===== src/subsys_ctrl_pkg.sv =====
`default_nettype none
package subsys_ctrl_pkg;

  // management addressing
  localparam logic [4:0] MMD_SUBSYSTEM = 5'h1e;
  localparam logic [4:0] C22_ADDR_POINTER = 5'h10;
  localparam logic [4:0] C22_ADDR_DATA = 5'h11;

  // subsystem register offsets
  localparam logic [15:0] ADDR_SOFT_RESET = 16'hff0c;
  localparam logic [15:0] ADDR_RESAMPLE_EN = 16'hff0d;
  localparam logic [15:0] ADDR_CLOCK_SELECT = 16'hff1f;

  // reset values
  localparam logic [15:0] RESET_SOFT_RESET = 16'h0000;
  localparam logic [15:0] RESET_RESAMPLE_EN = 16'h0000;
  localparam logic [15:0] RESET_CLOCK_SELECT = 16'h0000;
  localparam logic [15:0] RESET_POINTER = 16'h0000;

  // field positions
  localparam int SOFT_RESET_BIT = 0;
  localparam int RESAMPLE_EN_BIT = 0;
  localparam int CLK_RCVR_125_BIT = 5;
  localparam int CLK_FREE_125_BIT = 4;
  localparam int CLK_HRT_RCVR_BIT = 2;
  localparam int CLK_HRT_FREE_BIT = 1;
  localparam int CLK_REF_25_BIT = 0;
  localparam int CLOCK_SELECT_W = 6;

  // timing: subsystem reset hold time
  localparam int CLK_PERIOD_PS = 8000;
  localparam int SOFT_RESET_HOLD_NS = 80;
  localparam int SOFT_RESET_HOLD_CYCLES = (SOFT_RESET_HOLD_NS * 1000 + CLK_PERIOD_PS - 1) / CLK_PERIOD_PS;

  // register decode result
  typedef enum logic [1:0]
  {
    SEL_NONE = 2'h0,
    SEL_SOFT_RESET = 2'h1,
    SEL_RESAMPLE_EN = 2'h2,
    SEL_CLOCK_SELECT = 2'h3
  } reg_sel_t;

  // soft reset sequencer states
  typedef enum logic [3:0]
  {
    ST_IDLE = 4'h1,
    ST_HOLD = 4'h2,
    ST_SAMPLE = 4'h4,
    ST_LOAD = 4'h8
  } seq_state_t;

endpackage : subsys_ctrl_pkg

`default_nettype wire


===== src/subsystem_reset_clock_out_ctrl.sv =====
`timescale 1ns/100ps
`default_nettype none

module subsystem_reset_clock_out_ctrl #(
  parameter int CFG_W = 8
) (
  // clock and reset
  input wire logic clk,
  input wire logic resetn,
  // management register port from the frame decoder
  input wire logic mgmt_c22,
  input wire logic [4:0] mgmt_dev_addr,
  input wire logic [15:0] mgmt_reg_addr,
  input wire logic mgmt_wr,
  input wire logic mgmt_rd,
  input wire logic [15:0] mgmt_wdata,
  output logic [15:0] mgmt_rdata,
  output logic mgmt_rvalid,
  // hardware configuration pins
  input wire logic [CFG_W-1:0] cfg_pins,
  output logic [CFG_W-1:0] cfg_value,
  output logic cfg_load,
  // subsystem reset towards the rest of the chip
  output logic subsys_rst_n,
  // source enables for the aux clock output pin mux
  output logic out_recovered_125m_enable,
  output logic out_free_125m_enable,
  output logic out_recovered_heartbeat_enable,
  output logic out_free_heartbeat_enable,
  output logic out_reference_25m_enable
);

  // whole block state in one record
  typedef struct packed {
    subsys_ctrl_pkg::seq_state_t st;
    logic soft_reset;
    logic resample_en;
    logic [subsys_ctrl_pkg::CLOCK_SELECT_W-1:0] clk_sel;
    logic [7:0] cnt;
    logic [15:0] pointer;
    logic [CFG_W-1:0] cfg_store;
    logic boot_done;
    logic cfg_load;
    logic subsys_rst_n;
    logic [15:0] rdata;
    logic rvalid;
  } state_t;

  state_t state_reg; // registered state
  state_t state_next; // next state

  // maps an access to a subsystem register; used for reads and writes
  function automatic subsys_ctrl_pkg::reg_sel_t decode(input logic c22, input logic [4:0] dev,
    input logic [15:0] addr, input logic [15:0] ptr);
    logic [15:0] target;
    target = addr;
    decode = subsys_ctrl_pkg::SEL_NONE;
    if (c22)
      target = (addr[4:0] == subsys_ctrl_pkg::C22_ADDR_DATA) ? ptr : 16'hffff;
    if (c22 || dev == subsys_ctrl_pkg::MMD_SUBSYSTEM)
    begin
      unique case (target)
        subsys_ctrl_pkg::ADDR_SOFT_RESET: decode = subsys_ctrl_pkg::SEL_SOFT_RESET;
        subsys_ctrl_pkg::ADDR_RESAMPLE_EN: decode = subsys_ctrl_pkg::SEL_RESAMPLE_EN;
        subsys_ctrl_pkg::ADDR_CLOCK_SELECT: decode = subsys_ctrl_pkg::SEL_CLOCK_SELECT;
        default: decode = subsys_ctrl_pkg::SEL_NONE;
      endcase
    end
  endfunction : decode

  localparam logic [7:0] HOLD_LAST = 8'(subsys_ctrl_pkg::SOFT_RESET_HOLD_CYCLES - 1);

  // next-state logic: register access, boot capture and soft reset sequence
  always_comb
  begin
    subsys_ctrl_pkg::reg_sel_t wsel;
    subsys_ctrl_pkg::reg_sel_t rsel;
    wsel = decode(mgmt_c22, mgmt_dev_addr, mgmt_reg_addr, state_reg.pointer);
    rsel = decode(mgmt_c22, mgmt_dev_addr, mgmt_reg_addr, state_reg.pointer);
    state_next = state_reg;
    state_next.cfg_load = 1'b0; // one-cycle pulse
    state_next.rvalid = 1'b0;

    // straps caught on the first edge after hardware reset release
    if (!state_reg.boot_done)
    begin
      state_next.boot_done = 1'b1;
      state_next.cfg_store = cfg_pins;
      state_next.cfg_load = 1'b1;
    end

    // register writes
    if (mgmt_wr)
    begin
      if (mgmt_c22 && mgmt_reg_addr[4:0] == subsys_ctrl_pkg::C22_ADDR_POINTER)
        state_next.pointer = mgmt_wdata;
      unique case (wsel)
        subsys_ctrl_pkg::SEL_SOFT_RESET:
        begin
          // a second request during a running sequence is absorbed by it
          if (mgmt_wdata[subsys_ctrl_pkg::SOFT_RESET_BIT] && state_reg.st == subsys_ctrl_pkg::ST_IDLE)
          begin
            state_next.soft_reset = 1'b1;
            state_next.st = subsys_ctrl_pkg::ST_HOLD;
            state_next.cnt = HOLD_LAST;
            state_next.subsys_rst_n = 1'b0;
          end
        end
        subsys_ctrl_pkg::SEL_RESAMPLE_EN:
          state_next.resample_en = mgmt_wdata[subsys_ctrl_pkg::RESAMPLE_EN_BIT];
        subsys_ctrl_pkg::SEL_CLOCK_SELECT:
          state_next.clk_sel = mgmt_wdata[subsys_ctrl_pkg::CLOCK_SELECT_W-1:0];
        default:
          state_next.clk_sel = state_reg.clk_sel; // unmapped write is dropped
      endcase
    end

    // register reads, answered one cycle later; unmapped reads return zero
    if (mgmt_rd)
    begin
      state_next.rvalid = 1'b1;
      state_next.rdata = 16'h0000;
      if (mgmt_c22 && mgmt_reg_addr[4:0] == subsys_ctrl_pkg::C22_ADDR_POINTER)
        state_next.rdata = state_reg.pointer;
      unique case (rsel)
        subsys_ctrl_pkg::SEL_SOFT_RESET:
          state_next.rdata[subsys_ctrl_pkg::SOFT_RESET_BIT] = state_reg.soft_reset;
        subsys_ctrl_pkg::SEL_RESAMPLE_EN:
          state_next.rdata[subsys_ctrl_pkg::RESAMPLE_EN_BIT] = state_reg.resample_en;
        subsys_ctrl_pkg::SEL_CLOCK_SELECT:
          state_next.rdata[subsys_ctrl_pkg::CLOCK_SELECT_W-1:0] = state_reg.clk_sel;
        default:
          state_next.rdata = state_next.rdata;
      endcase
    end

    // soft reset sequencer
    unique case (state_reg.st)
      subsys_ctrl_pkg::ST_IDLE:
        state_next.cnt = state_next.cnt;
      subsys_ctrl_pkg::ST_HOLD:
      begin
        state_next.cnt = state_reg.cnt - 8'h01;
        if (state_reg.cnt == 8'h00)
          state_next.st = state_reg.resample_en ? subsys_ctrl_pkg::ST_SAMPLE
                                                : subsys_ctrl_pkg::ST_LOAD;
      end
      subsys_ctrl_pkg::ST_SAMPLE:
      begin
        state_next.cfg_store = cfg_pins;
        state_next.st = subsys_ctrl_pkg::ST_LOAD;
      end
      subsys_ctrl_pkg::ST_LOAD:
      begin
        // stored settings go back to the management registers
        state_next.cfg_load = 1'b1;
        state_next.subsys_rst_n = 1'b1;
        state_next.soft_reset = 1'b0;
        state_next.st = subsys_ctrl_pkg::ST_IDLE;
      end
      default:
        state_next.st = subsys_ctrl_pkg::ST_IDLE; // a broken one-hot code falls back to idle
    endcase
  end

  // state register; synchronous active-low reset
  always_ff @(posedge clk)
  begin
    if (!resetn)
    begin
      state_reg.st <= subsys_ctrl_pkg::ST_IDLE;
      state_reg.soft_reset <= subsys_ctrl_pkg::RESET_SOFT_RESET[subsys_ctrl_pkg::SOFT_RESET_BIT];
      state_reg.resample_en <= subsys_ctrl_pkg::RESET_RESAMPLE_EN[subsys_ctrl_pkg::RESAMPLE_EN_BIT];
      state_reg.clk_sel <= subsys_ctrl_pkg::RESET_CLOCK_SELECT[subsys_ctrl_pkg::CLOCK_SELECT_W-1:0];
      state_reg.cnt <= 8'h00;
      state_reg.pointer <= subsys_ctrl_pkg::RESET_POINTER;
      state_reg.cfg_store <= '0;
      state_reg.boot_done <= 1'b0;
      state_reg.cfg_load <= 1'b0;
      state_reg.subsys_rst_n <= 1'b0; // subsystem held while the chip is held
      state_reg.rdata <= 16'h0000;
      state_reg.rvalid <= 1'b0;
    end
    else
      state_reg <= state_next;
  end

  // outputs straight from the state flops
  assign mgmt_rdata = state_reg.rdata;
  assign mgmt_rvalid = state_reg.rvalid;
  assign cfg_value = state_reg.cfg_store;
  assign cfg_load = state_reg.cfg_load;
  assign subsys_rst_n = state_reg.subsys_rst_n;
  // more than one enable set leaves the pin mux undefined
  assign out_recovered_125m_enable = state_reg.clk_sel[subsys_ctrl_pkg::CLK_RCVR_125_BIT];
  assign out_free_125m_enable = state_reg.clk_sel[subsys_ctrl_pkg::CLK_FREE_125_BIT];
  assign out_recovered_heartbeat_enable = state_reg.clk_sel[subsys_ctrl_pkg::CLK_HRT_RCVR_BIT];
  assign out_free_heartbeat_enable = state_reg.clk_sel[subsys_ctrl_pkg::CLK_HRT_FREE_BIT];
  assign out_reference_25m_enable = state_reg.clk_sel[subsys_ctrl_pkg::CLK_REF_25_BIT];

  wire mmd_wr = mgmt_wr && !mgmt_c22 && mgmt_dev_addr == subsys_ctrl_pkg::MMD_SUBSYSTEM;
endmodule : subsystem_reset_clock_out_ctrl

`default_nettype wire


===== config.mk =====
export PLATFORM = sky130hd
export DESIGN_NAME = subsystem_reset_clock_out_ctrl
export DESIGN_NICKNAME = d
export VERILOG_FILES = /design/src/subsys_ctrl_pkg.sv /design/src/subsystem_reset_clock_out_ctrl.sv
export SDC_FILE = /design/constraint.sdc
export NUM_CORES = 1
export LEC_CHECK = 0
export BUFFER_PORTS_ARGS = -buffer_cell sky130_fd_sc_hd__buf_2
export CAP_MARGIN = 10
export CORE_AREA = 3 3 84 86
export DETAILED_ROUTE_END_ITERATION = 12
export DIE_AREA = 0 0 87 89
export PLACE_DENSITY = 0.81
export SYNTH_ARGS = -nofsm -noshare
export SYNTH_HDL_FRONTEND = slang
export SYNTH_SLANG_ARGS = --single-unit

===== constraint.sdc =====
create_clock -name clk -period 2 [get_ports clk]
set_clock_uncertainty 0.05 [all_clocks]
set_input_delay 0.3 -clock clk [delete_from_list [all_inputs] [get_ports clk]]
set_output_delay 0.3 -clock clk [all_outputs]
set_load 0.02 [all_outputs]

# --- Word level (Yosys, flattened, before mapping) ---
# Index checks and enable logic that the tools add are counted.
op_classes:
  addsub: 1
  eq_ne: 14
  mux: 26
  n_bitwise: 1
  n_reduce_logical: 17
ops:
  columns: ["cell", "count"]
  rows:
  - ["$mux W16", 4]
  - ["$eq A16 B16 Y1 const B", 3]
  - ["$mux W36", 1]
  - ["$mux W8", 4]
  - ["$eq A5 B5 Y1 const B", 3]
  - ["$mux W5", 3]
  - ["$pmux W4 S3", 1]
  - ["$reduce_bool A2 Y1", 6]
  - ["$mux W10", 1]
  - ["$reduce_and A3 Y1", 3]
  - ["$logic_not A8 Y1", 1]
  - ["$mux W4", 2]
  - ["$sub A8 B1 Y8 const B", 1]
  - ["$mux W6", 1]
  - ["$pmux W2 S3", 1]
  - ["$reduce_and A2 Y1", 3]
  - ["$mux W1", 5]
  - ["$eq A2 B2 Y1 const B", 2]
  - ["$eq A4 B1 Y1 const B", 1]
  - ["$eq A4 B2 Y1 const B", 1]
  - ["$eq A4 B3 Y1 const B", 1]
  - ["$eq A4 B4 Y1 const B", 1]
  - ["$mux W2", 2]
  - ["$pmux W1 S3", 1]
  - ["6 further kinds", 7]
totals:
  register_bits: 64
  out_inout_bits: 32
  elab_cells: 71

# --- Logic depth before layout (Yosys ltp) ---
# Gate-level depths: netlist of the first run.
depth:
  word_depth: 11
  ltp_mapped: 7

# --- Worst setup path after synthesis of the first run ---
# No wires, ideal clock.
synth_timing:
  path_kind: "input -> register"
  start: "input mgmt_reg_addr[1]"
  end: "register state_reg[61] (netlist bit)"
  arrival_ns: 1.958
  setup_slack_ns: -0.087
  cell_stages: 5
  cell_sequence: "nor4b_4 > a31oi_1 > or4_4 > or4b_1 > a211oi_2"
synth_between:
  elab_chain_cells: 11
  elab_cells_between_ends: 13
  classes_between: "5 x eq/ne; 8 x mux"
synth_lines:
  columns: ["item", "line", "rtl"]
  rows:
  - ["start: declaration", "subsystem_reset_clock_out_ctrl.sv:13", "input wire logic [15:0] mgmt_reg_addr,"]
  - ["$eq A5 B5 Y1", "subsystem_reset_clock_out_ctrl.sv:59", "target = (addr[4:0] == subsys_ctrl_pkg::C22_ADDR_DATA) ? ptr : 16'hffff;"]
  - ["$mux W16", "subsystem_reset_clock_out_ctrl.sv:59", null]
  - ["$mux W16 (*)", "subsystem_reset_clock_out_ctrl.sv:58", "if (c22)"]
  - ["$eq A16 B16 Y1", "subsystem_reset_clock_out_ctrl.sv:62", "unique case (target)"]
  - ["$pmux W2 S3 (*)", "subsystem_reset_clock_out_ctrl.sv:62", null]
  - ["$mux W2 (*)", "subsystem_reset_clock_out_ctrl.sv:60", "if (c22 || dev == subsys_ctrl_pkg::MMD_SUBSYSTEM)"]
  - ["$eq A2 B1 Y1 (*)", "subsystem_reset_clock_out_ctrl.sv:97", "unique case (wsel)"]
  - ["$mux W5 (*)", "subsystem_reset_clock_out_ctrl.sv:97", null]
  - ["$mux W36 (*)", "subsystem_reset_clock_out_ctrl.sv:93", "if (mgmt_wr)"]
  - ["$mux W4", "subsystem_reset_clock_out_ctrl.sv:144", "if (state_reg.cnt == 8'h00)"]
  - ["$pmux W4 S3 (*)", "subsystem_reset_clock_out_ctrl.sv:138", "unique case (state_reg.st)"]
  - ["end signal: assignment", "subsystem_reset_clock_out_ctrl.sv:185", "state_reg <= state_next;"]
  - ["end: declaration", "subsystem_reset_clock_out_ctrl.sv:49", "state_t state_reg;"]
# Every way passes the cells marked *; elsewhere a longest branch is shown, timed or not. The select of a mux whose other input is x is not followed.
# A chain may end at the register's enable or synchronous reset.

# --- Worst setup path after layout of the first run ---
layout_timing:
  start: "register state_reg[38] (netlist bit)"
  end: "register state_reg[61] (netlist bit)"
layout_between:
  elab_chain_cells: 10
  elab_cells_between_ends: 12
  classes_between: "4 x eq/ne; 8 x mux"
layout_lines:
  columns: ["item", "line"]
  rows:
  - ["$mux W16 (*)", "subsystem_reset_clock_out_ctrl.sv:59"]
  - ["$mux W16 (*)", "subsystem_reset_clock_out_ctrl.sv:58"]
  - ["$eq A16 B16 Y1", "subsystem_reset_clock_out_ctrl.sv:62"]
  - ["$pmux W2 S3 (*)", "subsystem_reset_clock_out_ctrl.sv:62"]
  - ["$mux W2 (*)", "subsystem_reset_clock_out_ctrl.sv:60"]
  - ["$eq A2 B1 Y1 (*)", "subsystem_reset_clock_out_ctrl.sv:97"]
  - ["$mux W5 (*)", "subsystem_reset_clock_out_ctrl.sv:97"]
  - ["$mux W36 (*)", "subsystem_reset_clock_out_ctrl.sv:93"]
  - ["$mux W4", "subsystem_reset_clock_out_ctrl.sv:144"]
  - ["$pmux W4 S3 (*)", "subsystem_reset_clock_out_ctrl.sv:138"]
# Marked as above.

==> impl_metrics.tcl, run 1 <==
set metrics [dict create \
    status "completed" \
    critical_path_class "reg -> reg" \
    post-route-util 0.576 \
    p_leak_nw 1.56 \
    synth_seq_area_share 0.434 \
    cap_viol_max_count 0 \
    hold_viol 0 \
    crit_path_max_fanout 2 \
    final_nets 475 \
    area_growth_pct 24.0 \
    grt_overflow_total 0 \
    yosys_warnings 0 \
    die_h_um 89 \
    synth_top_area_share 0.434 \
    max_stage_delay_ps 490 \
    root_buffer "clkbuf_8" \
    relSlewSlack 0.702 \
    post_drt_wl_per_cell_um 14.1 \
    numPlacedInstances 489 \
    yosys-top-cells-count "64 x dfxtp_1, 41 x nand2_1, 34 x a21oi_1, 34 x nand3_1, 24 x buf_4" \
    htreeDepth 3 \
    place_area_um2 3480 \
    preCtsSetupSlack_ps -237 \
    fillers 582 \
    cts-buffers-inserted 9 \
    synthCells 344 \
    drt-initial-drc-count 135 \
    ios 82 \
    worstSetupStartpointType "flop" \
    multiInputGateArea_um2 1430 \
    wl_met1_um 3090 \
    route.met2.wl_um 3380 \
    hp-class "in -> reg" \
    setup_tns_ps 0 \
    grt_setup_unrepaired "false" \
    cp.arrival_ps 2130 \
    ant_nets 0 \
    largest_reg_flops 32 \
    synth.most_common_cell "dfxtp_1" \
    topRoutingLayerUsed "met4" \
    port_buffers 81 \
    synthDistinctLibCells 44 \
    synth_top_area_cell "dfxtp_1" \
    synthTopCellsByArea "dfxtp_1 43%, buf_4 6.1%, a21oi_1 5.8%" \
    crit_chain "nand4_1 > or3_4 > a211o_1 > or4b_4 > a211oi_2" \
    fin_cells 504 \
    rows 29 \
    dieArea_um2 7740 \
    drc 0 \
    antenna_found_initial 0 \
    final-setup-viol-count 0 \
    wl_met3_um 507 \
    seq_area_um2 1290 \
    drt_wl_total_um 7120 \
    synth_flop_cell "dfxtp_1" \
    max_slew.worst_pin.slew_ps 443 \
    ir_worst_vdd_v 0.000444 \
    num_vias 2764 \
    ctsHoldBuffers 0 \
    drt_first_pass_iters 4 \
    powerDensity_nw_per_um2 667 \
    grt_pass1_vias 2617 \
    fin_ws_ps 72.8 \
    period_minus_slack_ps 1930 \
    clk_path_buf_depth 2 \
    synth_area_um2 2950 \
    finalCritPeriodShare 0.964 \
    critPathSlowestCell "or4b_4" \
    core_area_um2 6350 \
    cts_tree "yes" \
    cts_sinks 64 \
    stdcell_area_um2 3660 \
    cp-end-kind "flop" \
    fmax_mhz 519 \
    gr-usage-all-layers 0.182 \
    dpl.hpwl_um 5010 \
    path_clk_slew_ps 70 \
    initial_core_util 0.465 \
    drive_above_1_share 0.333 \
    synth-async-reset-ratio 0 \
    ys_seq_elements 64 \
    via_per_inst 5.48 \
    globalplace.congestion 0.846 \
    clock_latency_ps 330 \
    finalMaxSlewViolations 0 \
    grt_max_degree 41 \
    die_w_um 87 \
    antennaDiodeCount 0 \
    synth_edf_count 0 \
    syn_avg_cell_area_um2 8.58 \
    grt_pass1_wl_um 11400 \
    cp.required_ps 2200 \
    synth_fp_nets 396 \
]
## where the power goes
part | internal [W] | switching, W
registers | 0.00129 | 0.00000993
logic | 0.000101 | 0.000130
clock network | 0.000437 | 0.000470
## repair_timing
item	4_1_cts	5_1_grt
setup buffers	0	0
endpoints found under the hold margin	0	0
endpoints found under the setup margin	3	13
resized for setup	6	4
pin swaps	5	1
## cell usage in the layout, fill, tap and decap left out, types with 2 or more instances in the layout
cell      count
dfxtp_2       4
a32oi_1       5
o31ai_1       2
clkbuf_1      2
buf_12        3
nand4b_1      3
nor4b_1       2
mux2i_1      17
buf_2        81
o22ai_1       3
inv_1         6
nor3_1        8
or4_1         2
nand3b_1      2
ha_1          2
clkbuf_8      9
and2_1        3
o21ai_0       7
o31a_1        2
a21oi_1      33
nand3_1      34
clkinv_2      3
nand2b_1     14
a31oi_1       3
dfxtp_1      60
buf_4        27
nand4_1       4
nor4b_4       2
nor4_1        3
nor2_1       16
nand2_1      41
## cell families after synthesis
| logic type | synth area share |
|---|---|
| simple gates | 0.254 |
| flops | 0.434 |
| buf+inv | 0.0950 |
| fa+ha+maj | 0.00848 |
| mux | 0.0615 |
| xor+xnor | 0.00594 |
| compound gates | 0.140 |
## worst paths after layout
kind | startpoint | to | slack (ps) | cells past startpoint
worst max register to register | state_reg[38] | state_reg[61] | 70 | 5
worst min register to register | mgmt_rdata[13] | mgmt_rdata[13] | 420 | 2
worst min-delay path | mgmt_wdata[10] | state_reg[38] | 160 | 3
worst max-delay path | state_reg[38] | state_reg[61] | 70 | 5
## per-stage QoR
step / hold slack [ps] / power (W)
2_1_floorplan: 278 / 0.00147
3_3_place_gp: 395 / 0.00156
3_5_place_dp: 406 / 0.00156
4_1_cts: 148 / 0.00246
5_1_grt: 178 / 0.00253
6_report: 157 / 0.00244
## layer usage
layer | vias to the layer above | track usage
met4 | 0 | 0.0977
li1 | 1356 | -
met3 | 17 | 0.0369
met5 | - | 0
met1 | 1293 | 0.225
met2 | 98 | 0.300
## cell type report
| type | instances | share of cell area |
|---|---|---|
| clock buffer | 11 | 0.0359 |
| sequential | 64 | 0.352 |
| multi-input combinational | 230 | 0.390 |
| timing repair buffer | 111 | 0.183 |
| inverter | 7 | 0.00718 |
| clock inverter | 4 | 0.00616 |
| tap | 77 | 0.0263 |
## critical path, delay by kind of cell (launching register included)
kind | cells | cell delay [ps]
flops | 1 | 330
simple gates | 3 | 1010
compound gates | 2 | 470
Power figures use the tool's default switching activity.
==> run 2, diff against run 1 <==
--- a/config.mk
+++ b/config.mk
@@ -7,10 +7,11 @@
 export LEC_CHECK = 0
 export BUFFER_PORTS_ARGS = -buffer_cell sky130_fd_sc_hd__buf_2
 export CAP_MARGIN = 10
-export CORE_AREA = 3 3 84 86
+export CORE_AREA = 3 3 83 85
 export DETAILED_ROUTE_END_ITERATION = 12
-export DIE_AREA = 0 0 87 89
-export PLACE_DENSITY = 0.81
+export DIE_AREA = 0 0 86 88
+export PLACE_DENSITY = 0.8
+export SKIP_CTS_REPAIR_TIMING = 1
 export SYNTH_ARGS = -nofsm -noshare
 export SYNTH_HDL_FRONTEND = slang
 export SYNTH_SLANG_ARGS = --single-unit
==> constraint.sdc (replaced) <==
create_clock -name clk -period 1.95 [get_ports clk]
set_clock_uncertainty 0.05 [all_clocks]
set_input_delay 0.2925 -clock clk [delete_from_list [all_inputs] [get_ports clk]]
set_output_delay 0.2925 -clock clk [all_outputs]
set_load 0.02 [all_outputs]
==> impl_metrics.tcl, run 2 (synthesis gave the netlist of run 1 again) <==
set metrics [dict create \
    post_drt_wl_per_cell_um 13.8 \
    finalCritPeriodShare 1.00 \
    dieArea_um2 7570 \
    cp.arrival_ps 2160 \
    worstSetupStartpointType "flop" \
    multiInputGateArea_um2 1440 \
    ir_worst_vdd_v 0.000589 \
    drt_first_pass_iters 4 \
    cp-end-kind "flop" \
    core_area_um2 6280 \
    cp.required_ps 2160 \
    drt-initial-drc-count 119 \
    period_minus_slack_ps 1950 \
    antennaDiodeCount 0 \
    crit_path_max_fanout 2 \
    path_clk_slew_ps 70 \
    layout_commonest_cell "buf_2" \
    ant_nets 0 \
    grt_setup_unrepaired "true" \
    grt_overflow_total 0 \
    largest_reg_flops 32 \
    critical_path_class "reg -> reg" \
    max_slew.worst_pin.slew_ps 369 \
    fillers 554 \
    initial_core_util 0.470 \
    cap_viol_max_count 0 \
    p_leak_nw 1.60 \
    drive_above_1_share 0.341 \
    rows 29 \
    clk_path_buf_depth 2 \
    cts_sinks 64 \
    via_per_inst 5.30 \
    antenna_found_initial 0 \
    clock_latency_ps 330 \
    p_total_w 0.00271 \
    violations "negative setup slack" \
    preCtsSetupSlack_ps -244 \
    ios 82 \
    htreeDepth 3 \
    cts_tree "yes" \
    relSlewSlack 0.752 \
    status "complete, but fails checks" \
    gr-usage-all-layers 0.184 \
    num_vias 2709 \
    seq_area_um2 1280 \
    drc 0 \
    hold_viol 0 \
    hp-class "in -> reg" \
    root_buffer "clkbuf_8" \
    globalplace.congestion 0.806 \
    finalMaxSlewViolations 0 \
    fmax_mhz 512 \
    dpl.hpwl_um 5070 \
    port_buffers 81 \
    drt_wl_total_um 7050 \
    powerDensity_nw_per_um2 729 \
    final_cell_mix "81 x buf_2, 61 x dfxtp_1, 41 x nand2_1, 36 x buf_4, 34 x nand3_1" \
    die_h_um 88 \
    die_w_um 86 \
    grt_max_degree 31 \
    final-setup-viol-count 1 \
    grt_pass1_vias 2526 \
    cts-buffers-inserted 9 \
    final_nets 481 \
    fin_ws_ps -4.93 \
    grt_pass1_wl_um 11200 \
    area_growth_pct 26.2 \
    setup_tns_ps -4.93 \
]
run 2: cell count changes in the layout (fill, tap and decap cells not counted), sizes merged:
cell,change
clkinv,-1
clkinvlp,-1
clkbuf,+2
buf,+6
bufinv,+1
run 2: worst max-delay path, stage by stage (launching register included):
cell and delay [ps]:
dfxtp_2 330, nand4_1 100, or3_4 410, a211o_1 290
or4b_4 480, a211oi_2 210
run 2: metrics by stage:
stage / cell area (um2) / hold WS, ps / std cells / util
finish: 3720 / 145 / 511 / 0.593
detailed placement: 3470 / 407 / 493 / 0.553
global placement: 3470 / 397 / 493 / 0.553
global route: 3720 / 137 / 511 / 0.593
CTS: 3670 / 131 / 509 / 0.585
floorplan: 2970 / 270 / 344 / -
run 2: path summary, 6_finish.rpt:
path / slack, ps / startpoint / to / cells after the start
worst max-delay path: -5 / state_reg[41] / state_reg[61] / 5
worst min-delay path: 140 / cfg_pins[0] / cfg_value[0] / 3
worst max register to register: -5 / state_reg[41] / state_reg[61] / 5
worst min register to register: 410 / state_reg[19] / cfg_load / 1
run 2: final cells by class:
cell class	instances	area share
Clock buffer	13	0.0427
Clock inverter	3	0.0108
Inverter	7	0.00706
Multi-Input combinational cell	230	0.387
Sequential cell	64	0.345
Tap cell	77	0.0259
Timing Repair Buffer	117	0.181
run 2: report_power, final:
part	leakage, nW	total (W)	switching, W	internal (W)
clock network	0.103	0.00114	0.000482	0.000657
registers	0.521	0.00134	0.00000989	0.00133
logic	0.976	0.000236	0.000135	0.000102
total	1.60	0.00271	0.000627	0.00209
run 2: per-layer routing:
layer / vias to the layer above / share of wire / track usage
li1: 1372 / - / -
met1: 1248 / 0.45 / 0.230
met2: 82 / 0.46 / 0.303
met3: 7 / 0.071 / 0.0546
met4: 0 / 0.013 / 0.0662
met5: - / 0 / 0
==> run 3, diff against run 2 <==
--- a/config.mk
+++ b/config.mk
@@ -7,9 +7,9 @@
 export LEC_CHECK = 0
 export BUFFER_PORTS_ARGS = -buffer_cell sky130_fd_sc_hd__buf_2
 export CAP_MARGIN = 10
-export CORE_AREA = 3 3 83 85
+export CORE_AREA = 3 3 71 99
 export DETAILED_ROUTE_END_ITERATION = 12
-export DIE_AREA = 0 0 86 88
+export DIE_AREA = 0 0 74 102
 export PLACE_DENSITY = 0.8
 export SKIP_CTS_REPAIR_TIMING = 1
 export SYNTH_ARGS = -nofsm -noshare
==> impl_metrics.tcl, run 3 (synthesis gave the netlist of run 1 again) <==
set metrics [dict create \
    status "complete, but fails checks" \
    violations "negative setup slack" \
    largest_reg_flops 32 \
    crit_path_max_fanout 2 \
    final_nets 482 \
    rr_worst_depth 5 \
    globalplace.congestion 0.853 \
    cp.required_ps 2170 \
    place_area_um2 3480 \
    crit_family "simple AND/OR/NAND/NOR gates" \
    p_clk_frac 0.392 \
    path_clk_slew_ps 80 \
    finalCritPeriodShare 1.03 \
    final-setup-viol-count 1 \
    switching_share 0.269 \
    core_area_um2 6250 \
    cap_viol_max_count 0 \
    die_h_um 102 \
    gr-usage-met1 0.232 \
    drive_above_1_share 0.345 \
    min_from "cfg_pins[0]" \
    cts_tree "yes" \
    setup_tns_ps -50.3 \
    finalMaxSlewViolations 0 \
    dieArea_um2 7550 \
    relSlewSlack 0.640 \
    port_buffers 81 \
    root_buffer "clkbuf_8" \
    period_minus_slack_ps 2000 \
    drt_first_pass_iters 4 \
    fillers 547 \
    whs_path_depth 3 \
    max_stage_delay_ps 530 \
    cp.arrival_ps 2220 \
    grt_overflow_total 0 \
    grt_max_degree 32 \
    crit_chain "nand4_1 > or3_4 > a211o_1 > or4b_4 > a211oi_2" \
    critPathSlowestCell "or4b_4" \
    cp-end-kind "flop" \
    grt_pass1_wl_um 12200 \
    critical_path_class "reg -> reg" \
    max_slew.worst_pin.slew_ps 539 \
    cts-buffers-inserted 9 \
    numPlacedInstances 490 \
    holdPathEnd "cfg_value[0]" \
    area_growth_pct 24.9 \
    final_cell_mix "82 x buf_2, 60 x dfxtp_1, 41 x nand2_1, 36 x buf_4, 34 x nand3_1" \
    layout_commonest_cell "buf_2" \
    switching_power_w 0.000696 \
    use_met2 0.349 \
    grt_busiest_layer "met2" \
    r2r_slack_ps -50 \
    grt_setup_unrepaired "true" \
    hold_viol 0 \
    worstSetupStartpointType "flop" \
    hp-class "in -> reg" \
    p_total_w 0.00259 \
    antennaDiodeCount 0 \
    fin_ws_ps -50.3 \
    ir_worst_vdd_v 0.000490 \
    stdcell_area_um2 3680 \
    p_leak_nw 1.58 \
    die_w_um 74 \
    drc 0 \
    powerDensity_nw_per_um2 703 \
    initial_core_util 0.472 \
    clk_path_buf_depth 2 \
    htreeDepth 3 \
    dpl.hpwl_um 5550 \
    gr-usage-all-layers 0.207 \
    use_met3 0.0571 \
    num_vias 2797 \
    post_drt_wl_per_cell_um 14.8 \
    drt-initial-drc-count 162 \
    drt_wl_total_um 7500 \
    ant_nets 0 \
    fin_cells 507 \
    grt_pass1_vias 2741 \
    p_int_w 0.00190 \
    crit_buf_inv 0 \
    r2r_end "state_reg[61]" \
    ios 82 \
    rr_startpoint "state_reg[41]" \
    pwr-share-seq 0.516 \
    via_per_inst 5.52 \
    fmax_mhz 500 \
    power_frac_comb 0.092 \
    rows 34 \
    clock_latency_ps 340 \
    cts_sinks 64 \
    preCtsSetupSlack_ps -279 \
    antenna_found_initial 0 \
]
==> run 3: metrics by stage <==
| step | hold slack, ps | utilization |
|---|---|---|
| 3_5_place_dp | 403 | 0.556 |
| 4_1_cts | 125 | 0.584 |
| 3_3_place_gp | 396 | 0.556 |
| 6_report | 130 | 0.589 |
| 2_1_floorplan | 270 | - |
| 5_1_grt | 137 | 0.589 |
==> run 3: area by class of cell <==
| type | instances | area (um2) | area share |
|---|---|---|---|
| Multi-Input combinational cell | 230 | 1430 | 0.388 |
| Sequential cell | 64 | 1290 | 0.349 |
| Timing Repair Buffer | 118 | 681 | 0.185 |
| Clock buffer | 10 | 128 | 0.0346 |
| Tap cell | 72 | 90.1 | 0.0245 |
| Clock inverter | 6 | 45.0 | 0.0122 |
| Inverter | 7 | 26.3 | 0.00713 |
==> run 3: how the worst max path moves through the flow <==
stage / depth (start not counted) / slack (ps) / from / to
2_1_floorplan: 5 / -30 / mgmt_reg_addr[3] / state_reg[61]
3_3_place_gp: 6 / -200 / mgmt_reg_addr[1] / state_reg[61]
3_5_place_dp: 6 / -280 / mgmt_reg_addr[1] / state_reg[61]
4_1_cts: 5 / -100 / state_reg[40] / state_reg[61]
5_1_grt: 5 / -120 / state_reg[41] / state_reg[61]
6_report: 5 / -50 / state_reg[41] / state_reg[61]
==> run 3: tightest hold or removal path, stage by stage <==
cell and delay [ps]:
buf_2 70, mux2i_1 50, nor2_1 70
==> run 3: routing by layer <==
metal  wire length [um]  share of wire
met5                  0              0
met4                259          0.035
met3                429          0.057
met2               3880           0.52
met1               2930           0.39
==> run 3: power groups by stage <==
| stage | Clock [W] | Sequential [W] | Combinational [W] |
|---|---|---|---|
| after floorplan | 0 | 0.00137 | 0.000136 |
| after global placement | 0 | 0.00137 | 0.000232 |
| after detailed placement | 0 | 0.00137 | 0.000236 |
| after CTS | 0.00104 | 0.00134 | 0.000238 |
| after global routing | 0.00109 | 0.00134 | 0.000263 |
| final | 0.00101 | 0.00134 | 0.000240 |
